## src/pllc_pkg.sv

```systemverilog
package pllc_pkg;
  // ----------------------------------------
  // register offsets
  // ----------------------------------------
  localparam logic [7:0] OFF_CTRL_PRIMARY = 8'h1c;
  localparam logic [7:0] OFF_LOOP_RATIO = 8'h20;
  localparam logic [7:0] OFF_CTRL_B = 8'h24;
  localparam logic [7:0] OFF_OUT_DIV = 8'h28;
  localparam logic [7:0] OFF_BUSY = 8'h2c;
  localparam logic [7:0] OFF_STATUS = 8'h30;
  localparam logic [7:0] OFF_TRIM = 8'h38;
  localparam logic [7:0] OFF_IRQ_STATUS = 8'h40;
  localparam logic [7:0] OFF_IRQ_MASK = 8'h44;
  localparam logic [7:0] OFF_GUARD = 8'h48;

  // ----------------------------------------
  // field positions
  // ----------------------------------------
  localparam int CTRL_ENABLE_BIT = 1;
  localparam int FILTER_LSB = 0;
  localparam int FAST_WAKEUP_BIT = 3;
  localparam int LOCK_OVERRIDE_BIT = 12;
  localparam int RATIO_INT_LSB = 0;
  localparam int RATIO_INT_W = 12;
  localparam int RATIO_FRAC_LSB = 16;
  localparam int RATIO_FRAC_W = 4;
  localparam int DIV_LSB = 0;
  localparam int BUSY_ENABLE_BIT = 1;
  localparam int BUSY_RATIO_BIT = 2;
  localparam int BUSY_DIV_BIT = 3;
  localparam int STAT_LOCK_BIT = 0;
  localparam int STAT_RUN_BIT = 1;
  localparam int TEMP_TRIM_LSB = 16;
  localparam int TEMP_TRIM_W = 6;
  localparam int BAND_LSB = 8;
  localparam int BAND_W = 2;
  localparam int FREQ_TRIM_LSB = 0;
  localparam int FREQ_TRIM_W = 6;
  localparam logic [31:0] TRIM_MASK = 32'h003f033f;
  localparam int GUARD_BIT = 0;
  localparam int IRQ_LOCK_RISE_BIT = 0;
  localparam int IRQ_LOCK_LOST_BIT = 1;
  localparam int IRQ_RUN_RISE_BIT = 2;
  localparam int IRQ_W = 3;

  // ----------------------------------------
  // codes and reset values
  // ----------------------------------------
  localparam logic [1:0] FILTER_DEFAULT = 2'h0;
  localparam logic [1:0] FILTER_LOW_BANDWIDTH_LOOP = 2'h1;
  localparam logic [1:0] FILTER_HIGH_BANDWIDTH_LOOP = 2'h2;
  localparam logic [1:0] FILTER_HIGH_DAMPING_LOOP = 2'h3;
  localparam logic [1:0] DIVIDE_BY_ONE = 2'h0;
  localparam logic [1:0] DIVIDE_BY_TWO = 2'h1;
  localparam logic [1:0] DIVIDE_BY_FOUR = 2'h2;
  localparam logic [1:0] DIVIDE_RESERVED = 2'h3;
  localparam logic [7:0] RST_OUT_DIV = 8'h00;
  localparam logic [7:0] RST_BUSY = 8'h00;
  localparam logic [7:0] RST_STATUS = 8'h00;
  localparam logic [31:0] RST_WORD = 32'h00000000;

  // ----------------------------------------
  // timing
  // ----------------------------------------
  localparam int CLK_PERIOD_NS = 40;
  localparam int SYNC_TIME_NS = 120;
  localparam int SYNC_CYCLES = (SYNC_TIME_NS + CLK_PERIOD_NS - 1) / CLK_PERIOD_NS;
  localparam int STARTUP_TIME_NS = 1000;
  localparam int STARTUP_CYCLES = (STARTUP_TIME_NS + CLK_PERIOD_NS - 1) / CLK_PERIOD_NS;

  typedef enum logic [1:0] {
    LK_OFF,
    LK_STARTUP,
    LK_WAIT_LOCK,
    LK_RUN
  } pllc_lock_state_e;
endpackage : pllc_pkg

```

## src/pllc_top.sv

```systemverilog
// Design decision made here: the APB register port.
`timescale 1ns/1ps
`default_nettype none
module pllc_top import pllc_pkg::*; #(
  parameter int SYNC_LAT = SYNC_CYCLES,
  parameter int STARTUP = STARTUP_CYCLES
) (
  // clock and reset
  input wire logic CLK,
  input wire logic RST,
  input wire logic CE,
  // apb slave
  input wire logic PSEL,
  input wire logic PENABLE,
  input wire logic PWRITE,
  input wire logic [7:0] PADDR,
  input wire logic [31:0] PWDATA,
  output logic [31:0] PRDATA,
  output logic PREADY,
  output logic PSLVERR,
  // analogue side
  input wire logic PLL_LOCK_RAW,
  input wire logic [31:0] CAL_FACTORY,
  // pll controls
  output logic PLL_ENABLE,
  output logic [RATIO_INT_W-1:0] LOOP_RATIO_INT,
  output logic [RATIO_FRAC_W-1:0] LOOP_RATIO_FRAC,
  output logic [1:0] FILTER_SEL,
  output logic [1:0] DIVIDE_SEL,
  output logic PLL_LOCKED,
  output logic PLL_CLK_RUN,
  // oscillator trim
  output logic [TEMP_TRIM_W-1:0] TEMP_TRIM,
  output logic [BAND_W-1:0] FREQ_BAND,
  output logic [FREQ_TRIM_W-1:0] FREQ_TRIM,
  // interrupt
  output logic IRQ
);
  // ----------------------------------------
  // helpers
  // ----------------------------------------
  function automatic logic hit(input logic [7:0] addr, input logic [7:0] off);
    hit = (addr == off);
  endfunction : hit

  function automatic logic known(input logic [7:0] addr);
    known = hit(addr, OFF_CTRL_PRIMARY) | hit(addr, OFF_LOOP_RATIO) | hit(addr, OFF_CTRL_B) |
            hit(addr, OFF_OUT_DIV) | hit(addr, OFF_BUSY) | hit(addr, OFF_STATUS) |
            hit(addr, OFF_TRIM) | hit(addr, OFF_IRQ_STATUS) | hit(addr, OFF_IRQ_MASK) |
            hit(addr, OFF_GUARD);
  endfunction : known

  // ----------------------------------------
  // declarations
  // ----------------------------------------
  logic pready_q;
  logic access_first;
  logic wr_commit;
  logic enable_q;
  logic [RATIO_INT_W+RATIO_FRAC_W-1:0] ratio_q;
  logic [31:0] ctrl_b_q;
  logic [1:0] div_q;
  logic [31:0] trim_q;
  logic trim_loaded_q;
  logic guard_q;
  logic [IRQ_W-1:0] irq_status_q;
  logic [IRQ_W-1:0] irq_mask_q;
  logic [IRQ_W-1:0] irq_event;
  logic [IRQ_W-1:0] irq_clear;
  logic lock_prev_q;
  logic run_prev_q;
  logic start_en;
  logic start_ratio;
  logic start_div;
  logic busy_en;
  logic busy_ratio;
  logic busy_div;
  logic en_sync;
  logic [RATIO_INT_W+RATIO_FRAC_W-1:0] ratio_sync;
  logic [RATIO_INT_W+RATIO_FRAC_W-1:0] ratio_wr;
  logic [1:0] div_wr;
  logic [7:0] busy_word;
  logic [7:0] status_word;
  logic [31:0] rd_mux;
  logic wr_ctrl_b;
  logic wr_guard;
  logic wr_trim;
  logic wr_irq_clr;
  logic wr_irq_mask;

  // ----------------------------------------
  // apb handshake
  // ----------------------------------------
  // one wait state: data is captured in the first access cycle, write commits on the ready edge
  assign access_first = PSEL && PENABLE && !pready_q;
  assign wr_commit = PSEL && PENABLE && pready_q && PWRITE && known(PADDR);

  always_ff @(posedge CLK or posedge RST) begin
    if (RST) begin
      pready_q <= 1'b0;
      PRDATA <= RST_WORD;
      PSLVERR <= 1'b0;
    end else if (CE) begin
      pready_q <= access_first;
      if (access_first) begin
        PRDATA <= PWRITE ? RST_WORD : rd_mux;
        PSLVERR <= !known(PADDR);
      end else begin
        PSLVERR <= 1'b0;
      end
    end
  end

  assign PREADY = pready_q;

  // ----------------------------------------
  // control registers
  // ----------------------------------------
  assign ratio_wr = {PWDATA[RATIO_FRAC_LSB +: RATIO_FRAC_W], PWDATA[RATIO_INT_LSB +: RATIO_INT_W]};
  assign div_wr = PWDATA[DIV_LSB +: 2];

  // ----------------------------------------
  // write strobes
  // ----------------------------------------
  // guard is applied by the users, since it covers only divider and trim
  assign wr_ctrl_b = wr_commit && hit(PADDR, OFF_CTRL_B);
  assign wr_guard = wr_commit && hit(PADDR, OFF_GUARD);
  assign wr_trim = wr_commit && hit(PADDR, OFF_TRIM);
  assign wr_irq_clr = wr_commit && hit(PADDR, OFF_IRQ_STATUS);
  assign wr_irq_mask = wr_commit && hit(PADDR, OFF_IRQ_MASK);

  assign start_en = wr_commit && hit(PADDR, OFF_CTRL_PRIMARY) && (PWDATA[CTRL_ENABLE_BIT] != enable_q);
  assign start_ratio = wr_commit && hit(PADDR, OFF_LOOP_RATIO) && (ratio_wr != ratio_q);
  // reserved divide code is refused, so it never starts a transfer
  assign start_div = wr_commit && hit(PADDR, OFF_OUT_DIV) && !guard_q && (div_wr != DIVIDE_RESERVED) &&
                     (div_wr != div_q);

  always_ff @(posedge CLK or posedge RST) begin
    if (RST) begin
      enable_q <= 1'b0;
      ratio_q <= '0;
    end else if (CE) begin
      if (start_en) begin
        enable_q <= PWDATA[CTRL_ENABLE_BIT];
      end
      if (start_ratio) begin
        ratio_q <= ratio_wr;
      end
    end
  end

  always_ff @(posedge CLK or posedge RST) begin
    if (RST) begin
      ctrl_b_q <= RST_WORD;
    end else if (CE && wr_ctrl_b) begin
      ctrl_b_q <= RST_WORD;
      ctrl_b_q[FILTER_LSB +: 2] <= PWDATA[FILTER_LSB +: 2];
      ctrl_b_q[FAST_WAKEUP_BIT] <= PWDATA[FAST_WAKEUP_BIT];
      ctrl_b_q[LOCK_OVERRIDE_BIT] <= PWDATA[LOCK_OVERRIDE_BIT];
    end
  end

  always_ff @(posedge CLK or posedge RST) begin
    if (RST) begin
      div_q <= RST_OUT_DIV[1:0];
    end else if (CE && start_div) begin
      div_q <= div_wr;
    end
  end

  always_ff @(posedge CLK or posedge RST) begin
    if (RST) begin
      guard_q <= 1'b0;
    end else if (CE && wr_guard) begin
      guard_q <= PWDATA[GUARD_BIT];
    end
  end

  // ----------------------------------------
  // oscillator trim
  // ----------------------------------------
  // factory value is taken on the first enabled edge after reset, never inside the reset branch
  always_ff @(posedge CLK or posedge RST) begin
    if (RST) begin
      trim_q <= RST_WORD;
      trim_loaded_q <= 1'b0;
    end else if (CE) begin
      if (!trim_loaded_q) begin
        trim_q <= CAL_FACTORY & TRIM_MASK;
        trim_loaded_q <= 1'b1;
      end else if (wr_trim && !guard_q) begin
        trim_q <= PWDATA & TRIM_MASK;
      end
    end
  end

  always_ff @(posedge CLK or posedge RST) begin
    if (RST) begin
      TEMP_TRIM <= '0;
      FREQ_BAND <= '0;
      FREQ_TRIM <= '0;
      FILTER_SEL <= FILTER_DEFAULT;
    end else if (CE) begin
      TEMP_TRIM <= trim_q[TEMP_TRIM_LSB +: TEMP_TRIM_W];
      FREQ_BAND <= trim_q[BAND_LSB +: BAND_W];
      FREQ_TRIM <= trim_q[FREQ_TRIM_LSB +: FREQ_TRIM_W];
      FILTER_SEL <= ctrl_b_q[FILTER_LSB +: 2];
    end
  end

  // ----------------------------------------
  // write synchronisation into the pll side
  // ----------------------------------------
  pllc_wsync #(.W(1), .LAT(SYNC_LAT)) u_sync_en (
    .clk(CLK),
    .rst(RST),
    .ce(CE),
    .start(start_en),
    .din(PWDATA[CTRL_ENABLE_BIT]),
    .busy(busy_en),
    .dout(en_sync)
  );

  pllc_wsync #(.W(RATIO_INT_W + RATIO_FRAC_W), .LAT(SYNC_LAT)) u_sync_ratio (
    .clk(CLK),
    .rst(RST),
    .ce(CE),
    .start(start_ratio),
    .din(ratio_wr),
    .busy(busy_ratio),
    .dout(ratio_sync)
  );

  pllc_wsync #(.W(2), .LAT(SYNC_LAT)) u_sync_div (
    .clk(CLK),
    .rst(RST),
    .ce(CE),
    .start(start_div),
    .din(div_wr),
    .busy(busy_div),
    .dout(DIVIDE_SEL)
  );

  assign PLL_ENABLE = en_sync;
  assign LOOP_RATIO_INT = ratio_sync[RATIO_INT_W-1:0];
  assign LOOP_RATIO_FRAC = ratio_sync[RATIO_INT_W +: RATIO_FRAC_W];

  // ----------------------------------------
  // lock and output clock
  // ----------------------------------------
  pllc_lockctl #(.STARTUP(STARTUP)) u_lock (
    .clk(CLK),
    .rst(RST),
    .ce(CE),
    .enable(en_sync),
    .lock_override(ctrl_b_q[LOCK_OVERRIDE_BIT]),
    .fast_wakeup(ctrl_b_q[FAST_WAKEUP_BIT]),
    .lock_raw(PLL_LOCK_RAW),
    .locked(PLL_LOCKED),
    .running(PLL_CLK_RUN)
  );

  // ----------------------------------------
  // read mux
  // ----------------------------------------
  always_comb begin
    busy_word = RST_BUSY;
    busy_word[BUSY_ENABLE_BIT] = busy_en;
    busy_word[BUSY_RATIO_BIT] = busy_ratio;
    busy_word[BUSY_DIV_BIT] = busy_div;
  end

  always_comb begin
    status_word = RST_STATUS;
    status_word[STAT_LOCK_BIT] = PLL_LOCKED;
    status_word[STAT_RUN_BIT] = PLL_CLK_RUN;
  end

  always_comb begin
    rd_mux = RST_WORD;
    unique case (1'b1)
      hit(PADDR, OFF_CTRL_PRIMARY): rd_mux[CTRL_ENABLE_BIT] = enable_q;
      hit(PADDR, OFF_LOOP_RATIO): begin
        rd_mux[RATIO_INT_LSB +: RATIO_INT_W] = ratio_q[RATIO_INT_W-1:0];
        rd_mux[RATIO_FRAC_LSB +: RATIO_FRAC_W] = ratio_q[RATIO_INT_W +: RATIO_FRAC_W];
      end
      hit(PADDR, OFF_CTRL_B): rd_mux = ctrl_b_q;
      hit(PADDR, OFF_OUT_DIV): rd_mux[DIV_LSB +: 2] = div_q;
      hit(PADDR, OFF_BUSY): rd_mux[7:0] = busy_word;
      hit(PADDR, OFF_STATUS): rd_mux[7:0] = status_word;
      hit(PADDR, OFF_TRIM): rd_mux = trim_q;
      hit(PADDR, OFF_IRQ_STATUS): rd_mux[IRQ_W-1:0] = irq_status_q;
      hit(PADDR, OFF_IRQ_MASK): rd_mux[IRQ_W-1:0] = irq_mask_q;
      hit(PADDR, OFF_GUARD): rd_mux[GUARD_BIT] = guard_q;
      default: rd_mux = RST_WORD;
    endcase
  end

  // ----------------------------------------
  // interrupts
  // ----------------------------------------
  always_ff @(posedge CLK or posedge RST) begin
    if (RST) begin
      lock_prev_q <= 1'b0;
      run_prev_q <= 1'b0;
    end else if (CE) begin
      lock_prev_q <= PLL_LOCKED;
      run_prev_q <= PLL_CLK_RUN;
    end
  end

  always_comb begin
    irq_event = '0;
    irq_event[IRQ_LOCK_RISE_BIT] = PLL_LOCKED && !lock_prev_q;
    irq_event[IRQ_LOCK_LOST_BIT] = !PLL_LOCKED && lock_prev_q;
    irq_event[IRQ_RUN_RISE_BIT] = PLL_CLK_RUN && !run_prev_q;
  end

  assign irq_clear = wr_irq_clr ? PWDATA[IRQ_W-1:0] : '0;

  // a set in the same cycle as its clear wins, so no event is lost
  always_ff @(posedge CLK or posedge RST) begin
    if (RST) begin
      irq_status_q <= '0;
    end else if (CE) begin
      irq_status_q <= (irq_status_q & ~irq_clear) | irq_event;
    end
  end

  always_ff @(posedge CLK or posedge RST) begin
    if (RST) begin
      irq_mask_q <= '0;
    end else if (CE && wr_irq_mask) begin
      irq_mask_q <= PWDATA[IRQ_W-1:0];
    end
  end

  always_ff @(posedge CLK or posedge RST) begin
    if (RST) begin
      IRQ <= 1'b0;
    end else if (CE) begin
      IRQ <= |(irq_status_q & irq_mask_q);
    end
  end
endmodule : pllc_top
`default_nettype wire

```

## src/pllc_wsync.sv

```systemverilog
`timescale 1ns/1ps
`default_nettype none
module pllc_wsync import pllc_pkg::*; #(
  parameter int W = 1,
  parameter int LAT = SYNC_CYCLES
) (
  // clock and reset
  input wire logic clk,
  input wire logic rst,
  input wire logic ce,
  // request side
  input wire logic start,
  input wire logic [W-1:0] din,
  output logic busy,
  // pll domain side
  output logic [W-1:0] dout
);
  logic [W-1:0] hold_q;
  logic [7:0] cnt_q;

  // ----------------------------------------
  // transfer
  // ----------------------------------------
  // a new start while busy restarts the count so the last value always lands
  always_ff @(posedge clk or posedge rst) begin
    if (rst) begin
      hold_q <= '0;
      cnt_q <= 8'h00;
      busy <= 1'b0;
      dout <= '0;
    end else if (ce) begin
      if (start) begin
        hold_q <= din;
        cnt_q <= 8'(LAT);
        busy <= 1'b1;
      end else if (busy) begin
        cnt_q <= cnt_q - 8'h01;
        if (cnt_q <= 8'h01) begin
          dout <= hold_q;
          busy <= 1'b0;
        end
      end
    end
  end
endmodule : pllc_wsync
`default_nettype wire

```

## src/pllc_lockctl.sv

```systemverilog
`timescale 1ns/1ps
`default_nettype none
module pllc_lockctl import pllc_pkg::*; #(
  parameter int STARTUP = STARTUP_CYCLES
) (
  // clock and reset
  input wire logic clk,
  input wire logic rst,
  input wire logic ce,
  // settings
  input wire logic enable,
  input wire logic lock_override,
  input wire logic fast_wakeup,
  // analogue lock detector
  input wire logic lock_raw,
  // status
  output logic locked,
  output logic running
);
  pllc_lock_state_e state_q;
  logic [15:0] cnt_q;
  logic lock_eff;

  assign lock_eff = lock_override | lock_raw;

  // ----------------------------------------
  // start-up sequencing
  // ----------------------------------------
  always_ff @(posedge clk or posedge rst) begin
    if (rst) begin
      state_q <= LK_OFF;
      cnt_q <= 16'h0000;
    end else if (ce) begin
      if (!enable) begin
        state_q <= LK_OFF;
        cnt_q <= 16'h0000;
      end else begin
        unique case (state_q)
          LK_OFF: begin
            state_q <= LK_STARTUP;
            cnt_q <= 16'(STARTUP);
          end
          LK_STARTUP: begin
            cnt_q <= cnt_q - 16'h0001;
            if (cnt_q <= 16'h0001) begin
              state_q <= LK_WAIT_LOCK;
            end
          end
          LK_WAIT_LOCK: begin
            if (fast_wakeup || lock_eff) begin
              state_q <= LK_RUN;
            end
          end
          LK_RUN: begin
            state_q <= LK_RUN;
          end
        endcase
      end
    end
  end

  // ----------------------------------------
  // status flags
  // ----------------------------------------
  always_ff @(posedge clk or posedge rst) begin
    if (rst) begin
      locked <= 1'b0;
      running <= 1'b0;
    end else if (ce) begin
      // lock only counts once start-up time has passed
      locked <= enable && (state_q == LK_WAIT_LOCK || state_q == LK_RUN) && lock_eff;
      running <= enable && (state_q == LK_RUN);
    end
  end
endmodule : pllc_lockctl
`default_nettype wire

```

## config.mk

```make
export PLATFORM = sky130hd
export DESIGN_NAME = pllc_top
export DESIGN_NICKNAME = d
export VERILOG_FILES = /design/src/pllc_pkg.sv /design/src/pllc_top.sv /design/src/pllc_wsync.sv /design/src/pllc_lockctl.sv
export SDC_FILE = /design/constraint.sdc
export NUM_CORES = 1
export LEC_CHECK = 0
export ABC_CLOCK_PERIOD_IN_PS = 5500
export BUFFER_PORTS_ARGS = -buffer_cell sky130_fd_sc_hd__buf_2
export CORE_ASPECT_RATIO = 1.25
export CORE_MARGIN = 1
export CORE_UTILIZATION = 50
export CTS_BUF_LIST = sky130_fd_sc_hd__clkbuf_8 sky130_fd_sc_hd__clkbuf_16
export DETAILED_ROUTE_END_ITERATION = 10
export GPL_TIMING_DRIVEN = 0
export PLACE_DENSITY_LB_ADDON = 0.08
export SETUP_SLACK_MARGIN = 0.02
export SYNTH_ARGS = -nofsm -noshare
export SYNTH_HDL_FRONTEND = slang
export SYNTH_HIERARCHICAL = 1
export SYNTH_SLANG_ARGS = --single-unit
```

## constraint.sdc

```tcl
create_clock -name CLK -period 5.5 [get_ports CLK]
set_clock_uncertainty 0.15 [all_clocks]
set_input_delay 1.1 -clock CLK [delete_from_list [all_inputs] [get_ports CLK]]
set_output_delay 1.1 -clock CLK [all_outputs]
set_load 0.01 [all_outputs]
```

==> results of run 1 <==
-- logic make-up after synthesis --
family | after synthesis
xor+xnor | 29
simple gates | 210
other cells | 1
fa+ha+maj | 8
flops | 170
mux | 86
buf+inv | 78
compound gates | 136
-- layout make-up --
| type | count | area (sq um) | area share, % |
|---|---|---|---|
| repair buffers | 103 | 538.0 | 5.445 |
| clock inverters | 13 | 133.9 | 1.355 |
| inverters | 37 | 141.4 | 1.431 |
| flip-flops and latches | 170 | 4254 | 43.05 |
| well taps | 216 | 270.3 | 2.735 |
| clock buffers | 18 | 439.2 | 4.445 |
| multi-input cells | 482 | 3842 | 38.89 |
| plain buffers | 41 | 261.5 | 2.647 |
-- layer usage --
metal	up-vias	track usage, %	routed length (um)
met5	-	0	0
met4	0	10.32	559
met3	37	5.668	1287
met2	217	42.97	10670
met1	3160	31.52	8389
li1	2885	-	-
-- power by group through the flow --
stage	registers, W	clock network, W	logic [W]
3_3_place_gp	0.00136	0	0.000255
5_1_grt	0.00135	0.00124	0.000292
4_1_cts	0.00134	0.00119	0.000266
3_5_place_dp	0.00137	0	0.000265
2_1_floorplan	0.00136	0	0.000161
6_report	0.00134	0.00116	0.000263
-- metrics by stage --
stage	std cells	worst slack [ps]	instance area [sq um]	total power (W)	hold slack, ps
global placement	1048	983.3	9278	0.001619	309.5
global route	1080	1401	9881	0.002879	344.8
CTS	1080	1620	9881	0.002802	336.4
finish	1080	1541	9881	0.002770	337.7
floorplan	730	1879	8497	0.001524	291.7
detailed placement	1049	1191	9308	0.001632	317.3
-- cells in the mapped netlist (all sizes together), types with 9 or more instances --
| cell type | count |
|---|---|
| nand2b | 23 |
| o21ai | 26 |
| clkbuf | 10 |
| mux2 | 81 |
| nor4 | 12 |
| a222oi | 9 |
| nand2 | 35 |
| buf | 31 |
| nand4 | 12 |
| or4 | 10 |
| nand3 | 16 |
| a21oi | 24 |
| xor2 | 24 |
| nor2 | 36 |
| a22o | 11 |
| dfrtp | 170 |
| o221a | 14 |
| inv | 37 |
-- state kept, by name, summed over array words and instances (netlist names), 8 cells and up --
| name | cells |
|---|---|
| u_lock/cnt_q | 16 |
| u_sync_ratio/hold_q | 16 |
| u_sync_div/cnt_q | 8 |
| PRDATA | 19 |
| u_sync_en/cnt_q | 8 |
| u_sync_ratio/cnt_q | 8 |
| ratio_q | 16 |
| u_sync_ratio/dout | 16 |
| trim_q | 14 |
-- how the worst max path moves through the flow --
stage | start | end | slack (ps) | cells after the start
after floorplan | PADDR[1] | u_sync_ratio/dout[10] | 1880 | 9
after global placement | RST | FREQ_TRIM[4] | 980 | 2
after detailed placement | PADDR[1] | u_sync_ratio/dout[4] | 1190 | 10
after CTS | PADDR[1] | u_sync_ratio/dout[6] | 1620 | 10
after global routing | PADDR[1] | u_sync_div/cnt_q[6] | 1400 | 9
final | PADDR[1] | u_sync_ratio/dout[6] | 1540 | 10
-- layout by cell type, fill, tap and decap left out, drive strengths merged, types with 23 or more instances in the layout --
cell type    n
dfrtp      170
buf        134
mux2        81
inv         43
nor2        36
nand2       35
clkbuf      28
o21ai       26
a21oi       24
xor2        24
nand2b      23
-- worst min-delay path, stage by stage (launching register included) --
cell,delay [ps]
dfrtp_1,340
a222oi_1,60
inv_1,50
==> out/results.tsv, run 1 <==
metric	value	unit
Tmin final	3959	ps
Pins Over Slew Limit	0	
Placeable Area	16330	sq um
sw power	0.0007139	W
Synth Register Bits	170	
initial antenna violation count	0	
Synth Area in Adders	1.184	%
cells after synthesis	718	
first-pass GRT wire length	34290	um
n_diodes	0	
R2R Path End	u_sync_ratio/dout[6]	
Worst Max-Slew Pin Slew	866.5	ps
Seq pwr share	48.5	%
Clock transition at path regs	70	ps
cell internal pwr	0.002056	W
hold buffers post-CTS	0	
Worst Hold Class	flop to flop	
post-synthesis cell area	8452	sq um
Clock power frac	42.0	%
hold path endpoint	PRDATA[4]	
layout cell share with drive strength beyond 1	32.41	%
Buf/Inv on CP	2	
status	complete, no violations	
dominant cell type by area after synthesis	dfrtp_1	
clock sink total	170	
Critical Path RT	5660	ps
Iter 0 DRT Violations	395	
r2r startpoint	ratio_q[2]	
CP max FO	10	
H-Tree Level Count	4	
Post-synth EDFFs	0	
largest family of logic cells by synthesized area	simple AND/OR/NAND/NOR gates	
cts repair resizes	0	
height of the die	147.4	um
Final setup violation count	0	
LEAKAGE	4.838	nW
final net count	939	
average vias per placed instance	5.832	
delay-heaviest family, CP	simple AND/OR/NAND/NOR gates	
xor and xnor fraction of the mapped netlist area	3.005	%
startpoint types	input pin	
syn avg cell area	11.77	sq um
R2R setup slack	2640	ps
largest net degree at the start of global routing	59	
GRT Total Usage	25.42	%
GPL Wtd Cong	0.9108	
Final Cycle Share	71.98	%
FP Rows	52	
Yosys warning count	6	
TritonCTS clock tree	yes	
Sw Ratio	25.78	%
fmax	0.2526	GHz
drt wl/cell	19.35	um
launch point of the worst hold path	PRDATA[4]	
top post-synthesis cells by area	dfrtp_1, mux2_2, mux2_4	
Area growth, synth to finish	16.91	%
Setup Buffers After CTS	0	
ys async rst share	100.0	%
starting density of the core	51.75	%
antenna-violating nets left	0	
Max transition margin	42.08	%
simple-gate share of the synthesized area	16.06	%
vias in the first global route	6450	
Seq/Total Area, Yosys	50.33	%
Final Core Density	60.50	%
TritonRoute pass-1 iters	5	
# fillers	1397	
Synth Area in Compound Gates	12.21	%
dpl hpwl	15220	um
PD cells	280.3	nW/um^2
crit-path cells	buf_2 > or2_4 > or4_4 > o2bb2ai_1 > nand2b_1 > nor2_1 > and3b_1 > o2111ai_4 > buf_6 > mux2_4	
max incr delay on CP	510	ps
Netlist cell types	83	
port buffer count	102	
RSZ-0062 raised after global routing	no	
Total Die Area	17430	sq um
clock buffer depth	2	
I/O pin count	151	
nature of the critical path endpoint	flop	
Min-Delay Path Depth	2	
max-cap viol count	0	
mux cell area share after synthesis	12.42	%
Clk Latency, worst-skew pair	420	ps
clock root cell	clkbuf_16	
Gate power share	9.5	%
Yosys top cell area share	50.33	%
chip width	118.3	um
WS Path Type	input pin to flop	
grt ovf	0	
wirelength, routed	20900	um
Top FF cell, synth	dfrtp_1	
CTS Buf Count	17	
via count	6299	
DRC	0	
Max VDD drop	210.0	uV
Fin Setup TNS	0	ps
Worst path slowest cell	or4_4	
Final Hold Fails	0	
Worst R2R Path Depth	9	
WP data arrival	4120	ps
No activity file was read; power rests on OpenSTA's default activity.
==> run 2, diff against run 1 <==
Settings changed: ABC_AREA from default to 1, ABC_CLOCK_PERIOD_IN_PS 5500 to 3760.
Clock period 5.5 ns to 3.76 ns, I/O delays scaled along.
==> run 2 against run 1 <==
Non-clock buffer count rose by 2. Count of clock-buffer cells in the layout did not move. Sequential share of layout area fell by 2.7 points. Die area rose by 7.4%. Routed wire length rose by 7.0%. Core utilization fell by 0.76 points. Synthesized cell count rose by 59%. Total power rose by 59%. Critical endpoint is now u_sync_en/cnt_q[7].
==> out/results.tsv, run 2 <==
metric	value	unit
status	complete, no violations	
average vias per placed instance	5.036	
max-cap viol count	0	
# fillers	1638	
Design Power	0.004416	W
largest net degree at the start of global routing	48	
RSZ-0062 raised after global routing	no	
PD cells	419.1	nW/um^2
count leader, synth	nand2_1	
hold slack	258.9	ps
TritonRoute pass-1 iters	5	
clock buffer depth	2	
largest family of logic cells by synthesized area	simple AND/OR/NAND/NOR gates	
most frequent cells in the layout	nand2_1, dfrtp_1, inv_1	
GRT Total Usage	24.92	%
layout cell share with drive strength beyond 1	22.82	%
Worst Hold Class	input pin to async pin	
Setup Buffers After CTS	0	
chip width	122.6	um
Critical Path RT	3930	ps
Max transition margin	41.43	%
CP max FO	9	
cell internal pwr	0.003040	W
Placeable Area	17630	sq um
FP Rows	54	
WP data arrival	3190	ps
simple-gate share of the synthesized area	32.92	%
Netlist cell types	52	
Yosys top cell area share	46.82	%
via count	7640	
cts repair resizes	0	
R2R setup slack	980	ps
hold buffers post-CTS	0	
WS Path Type	input pin to flop	
LEAKAGE	5.765	nW
most frequent cells after synthesis	nand2_1, dfrtp_1, inv_1	
Post-synth EDFFs	0	
Top FF cell, synth	dfrtp_1	
I/O pin count	151	
mux cell area share after synthesis	0	%
clock sink total	170	
Tmin final	3017	ps
Seq/Total Area, Yosys	46.82	%
wirelength, routed	22370	um
area of the multi-input gates	4045	sq um
Reg area	4254	sq um
TritonCTS clock tree	yes	
DRC	0	
cells after synthesis	1142	
Top reg by flops	PRDATA	
sw power	0.001376	W
nature of the critical path endpoint	flop	
first-pass GRT wire length	35560	um
vias in the first global route	7117	
GPL Wtd Cong	0.8361	
Yosys warning count	6	
height of the die	152.7	um
top post-synthesis cells by area	dfrtp_1, nand2_1, inv_1	
Final setup violation count	0	
Gate power share	15.8	%
Clk Latency, worst-skew pair	430	ps
Sw Ratio	31.16	%
ys async rst share	100.0	%
Final Hold Fails	0	
Synth Area in Adders	1.102	%
Iter 0 DRT Violations	453	
dpl hpwl	16610	um
Clock transition at path regs	70	ps
H-Tree Level Count	4	
n_diodes	0	
Pins Over Slew Limit	0	
Clock power frac	38.5	%
Final Cycle Share	80.24	%
dominant cell type by area after synthesis	dfrtp_1	
Synth Register Bits	170	
grt ovf	0	
port buffer count	106	
starting density of the core	51.53	%
antenna-violating nets left	0	
Total Die Area	18720	sq um
commonest non-fill, non-tap cell in the layout	nand2_1	
post-synthesis cell area	9086	sq um
fmax	0.3315	GHz
max FFs per register	19	
startpoint types	input pin	
xor and xnor fraction of the mapped netlist area	0.5784	%
initial antenna violation count	0	
Max VDD drop	350.1	uV
final net count	1367	
CTS Buf Count	17	
clock root cell	clkbuf_16	
Synth Area in Compound Gates	9.378	%
Seq pwr share	45.7	%
Worst Max-Slew Pin Slew	877.3	ps
syn avg cell area	7.956	sq um
Area growth, synth to finish	15.95	%
drt wl/cell	14.74	um
## run 2: metrics by stage
| step | cell area, sq um | worst slack [ps] | TNS [ps] | std cells | util [%] |
|---|---|---|---|---|---|
| 5_1_grt | 10540 | 531.4 | 0 | 1517 | 59.74 |
| 6_report | 10540 | 743.1 | 0 | 1517 | 59.74 |
| 3_3_place_gp | 9942 | -585.4 | -49220 | 1484 | 56.38 |
| 4_1_cts | 10540 | 731.5 | 0 | 1517 | 59.74 |
| 3_5_place_dp | 9972 | 277.0 | 0 | 1485 | 56.55 |
| 2_1_floorplan | 9131 | 664.5 | 0 | 1154 | - |
## run 2: worst paths after layout
path,startpoint,cells after the start,end
worst max-delay path,PADDR[0],17,u_sync_en/cnt_q[7]
worst min-delay path,RST,2,u_sync_en/cnt_q[2]
worst max register to register,PREADY,11,u_sync_en/cnt_q[7]
worst min register to register,TEMP_TRIM[3],2,TEMP_TRIM[3]
max in group asynchronous,RST,2,u_sync_ratio/hold_q[9]
min in group CLK,TEMP_TRIM[3],2,TEMP_TRIM[3]
## run 2: area by class of cell
class / count / share of cell area (%)
sequential: 170 / 40.38
multi-input combinational: 796 / 38.40
inverter: 149 / 5.380
timing repair buffer: 107 / 5.297
clock buffer: 18 / 4.169
tap: 224 / 2.660
buffer: 39 / 2.542
clock inverter: 14 / 1.176
## run 2: power groups by stage
stage	combinational [W]	clock [W]	sequential, W
final	0.000699	0.00170	0.00202
after CTS	0.000703	0.00173	0.00202
after global routing	0.000796	0.00181	0.00203
after detailed placement	0.000702	0	0.00205
after floorplan	0.000498	0	0.00203
after global placement	0.000684	0	0.00205
## run 2: metal layers
layer,track usage [%],part of all wire (%),vias to the layer above
met5,0,0,-
met4,9.408,2.4,0
met3,4.117,4.3,37
met2,42.24,50,174
met1,31.45,43,3568
li1,-,-,3861
## run 2: kinds of logic after synthesis
kind of cell,count (synthesis)
flops,170
other cells,1
simple gates,631
buf+inv,188
fa+ha+maj,8
compound gates,138
xor+xnor,6
## run 2: worst max-delay path, stage by stage
cell	delay, ps
buf_2	100
inv_2	70
nand2_4	70
nor2_4	220
nand2_2	160
nand2_2	100
nor2_2	50
nand3_4	140
nand2_8	120
nor4_1	550
nand2_2	300
nand2_4	190
nand2_4	70
nor2_8	110
nand3_2	60
nand2_1	70
nor2_2	30
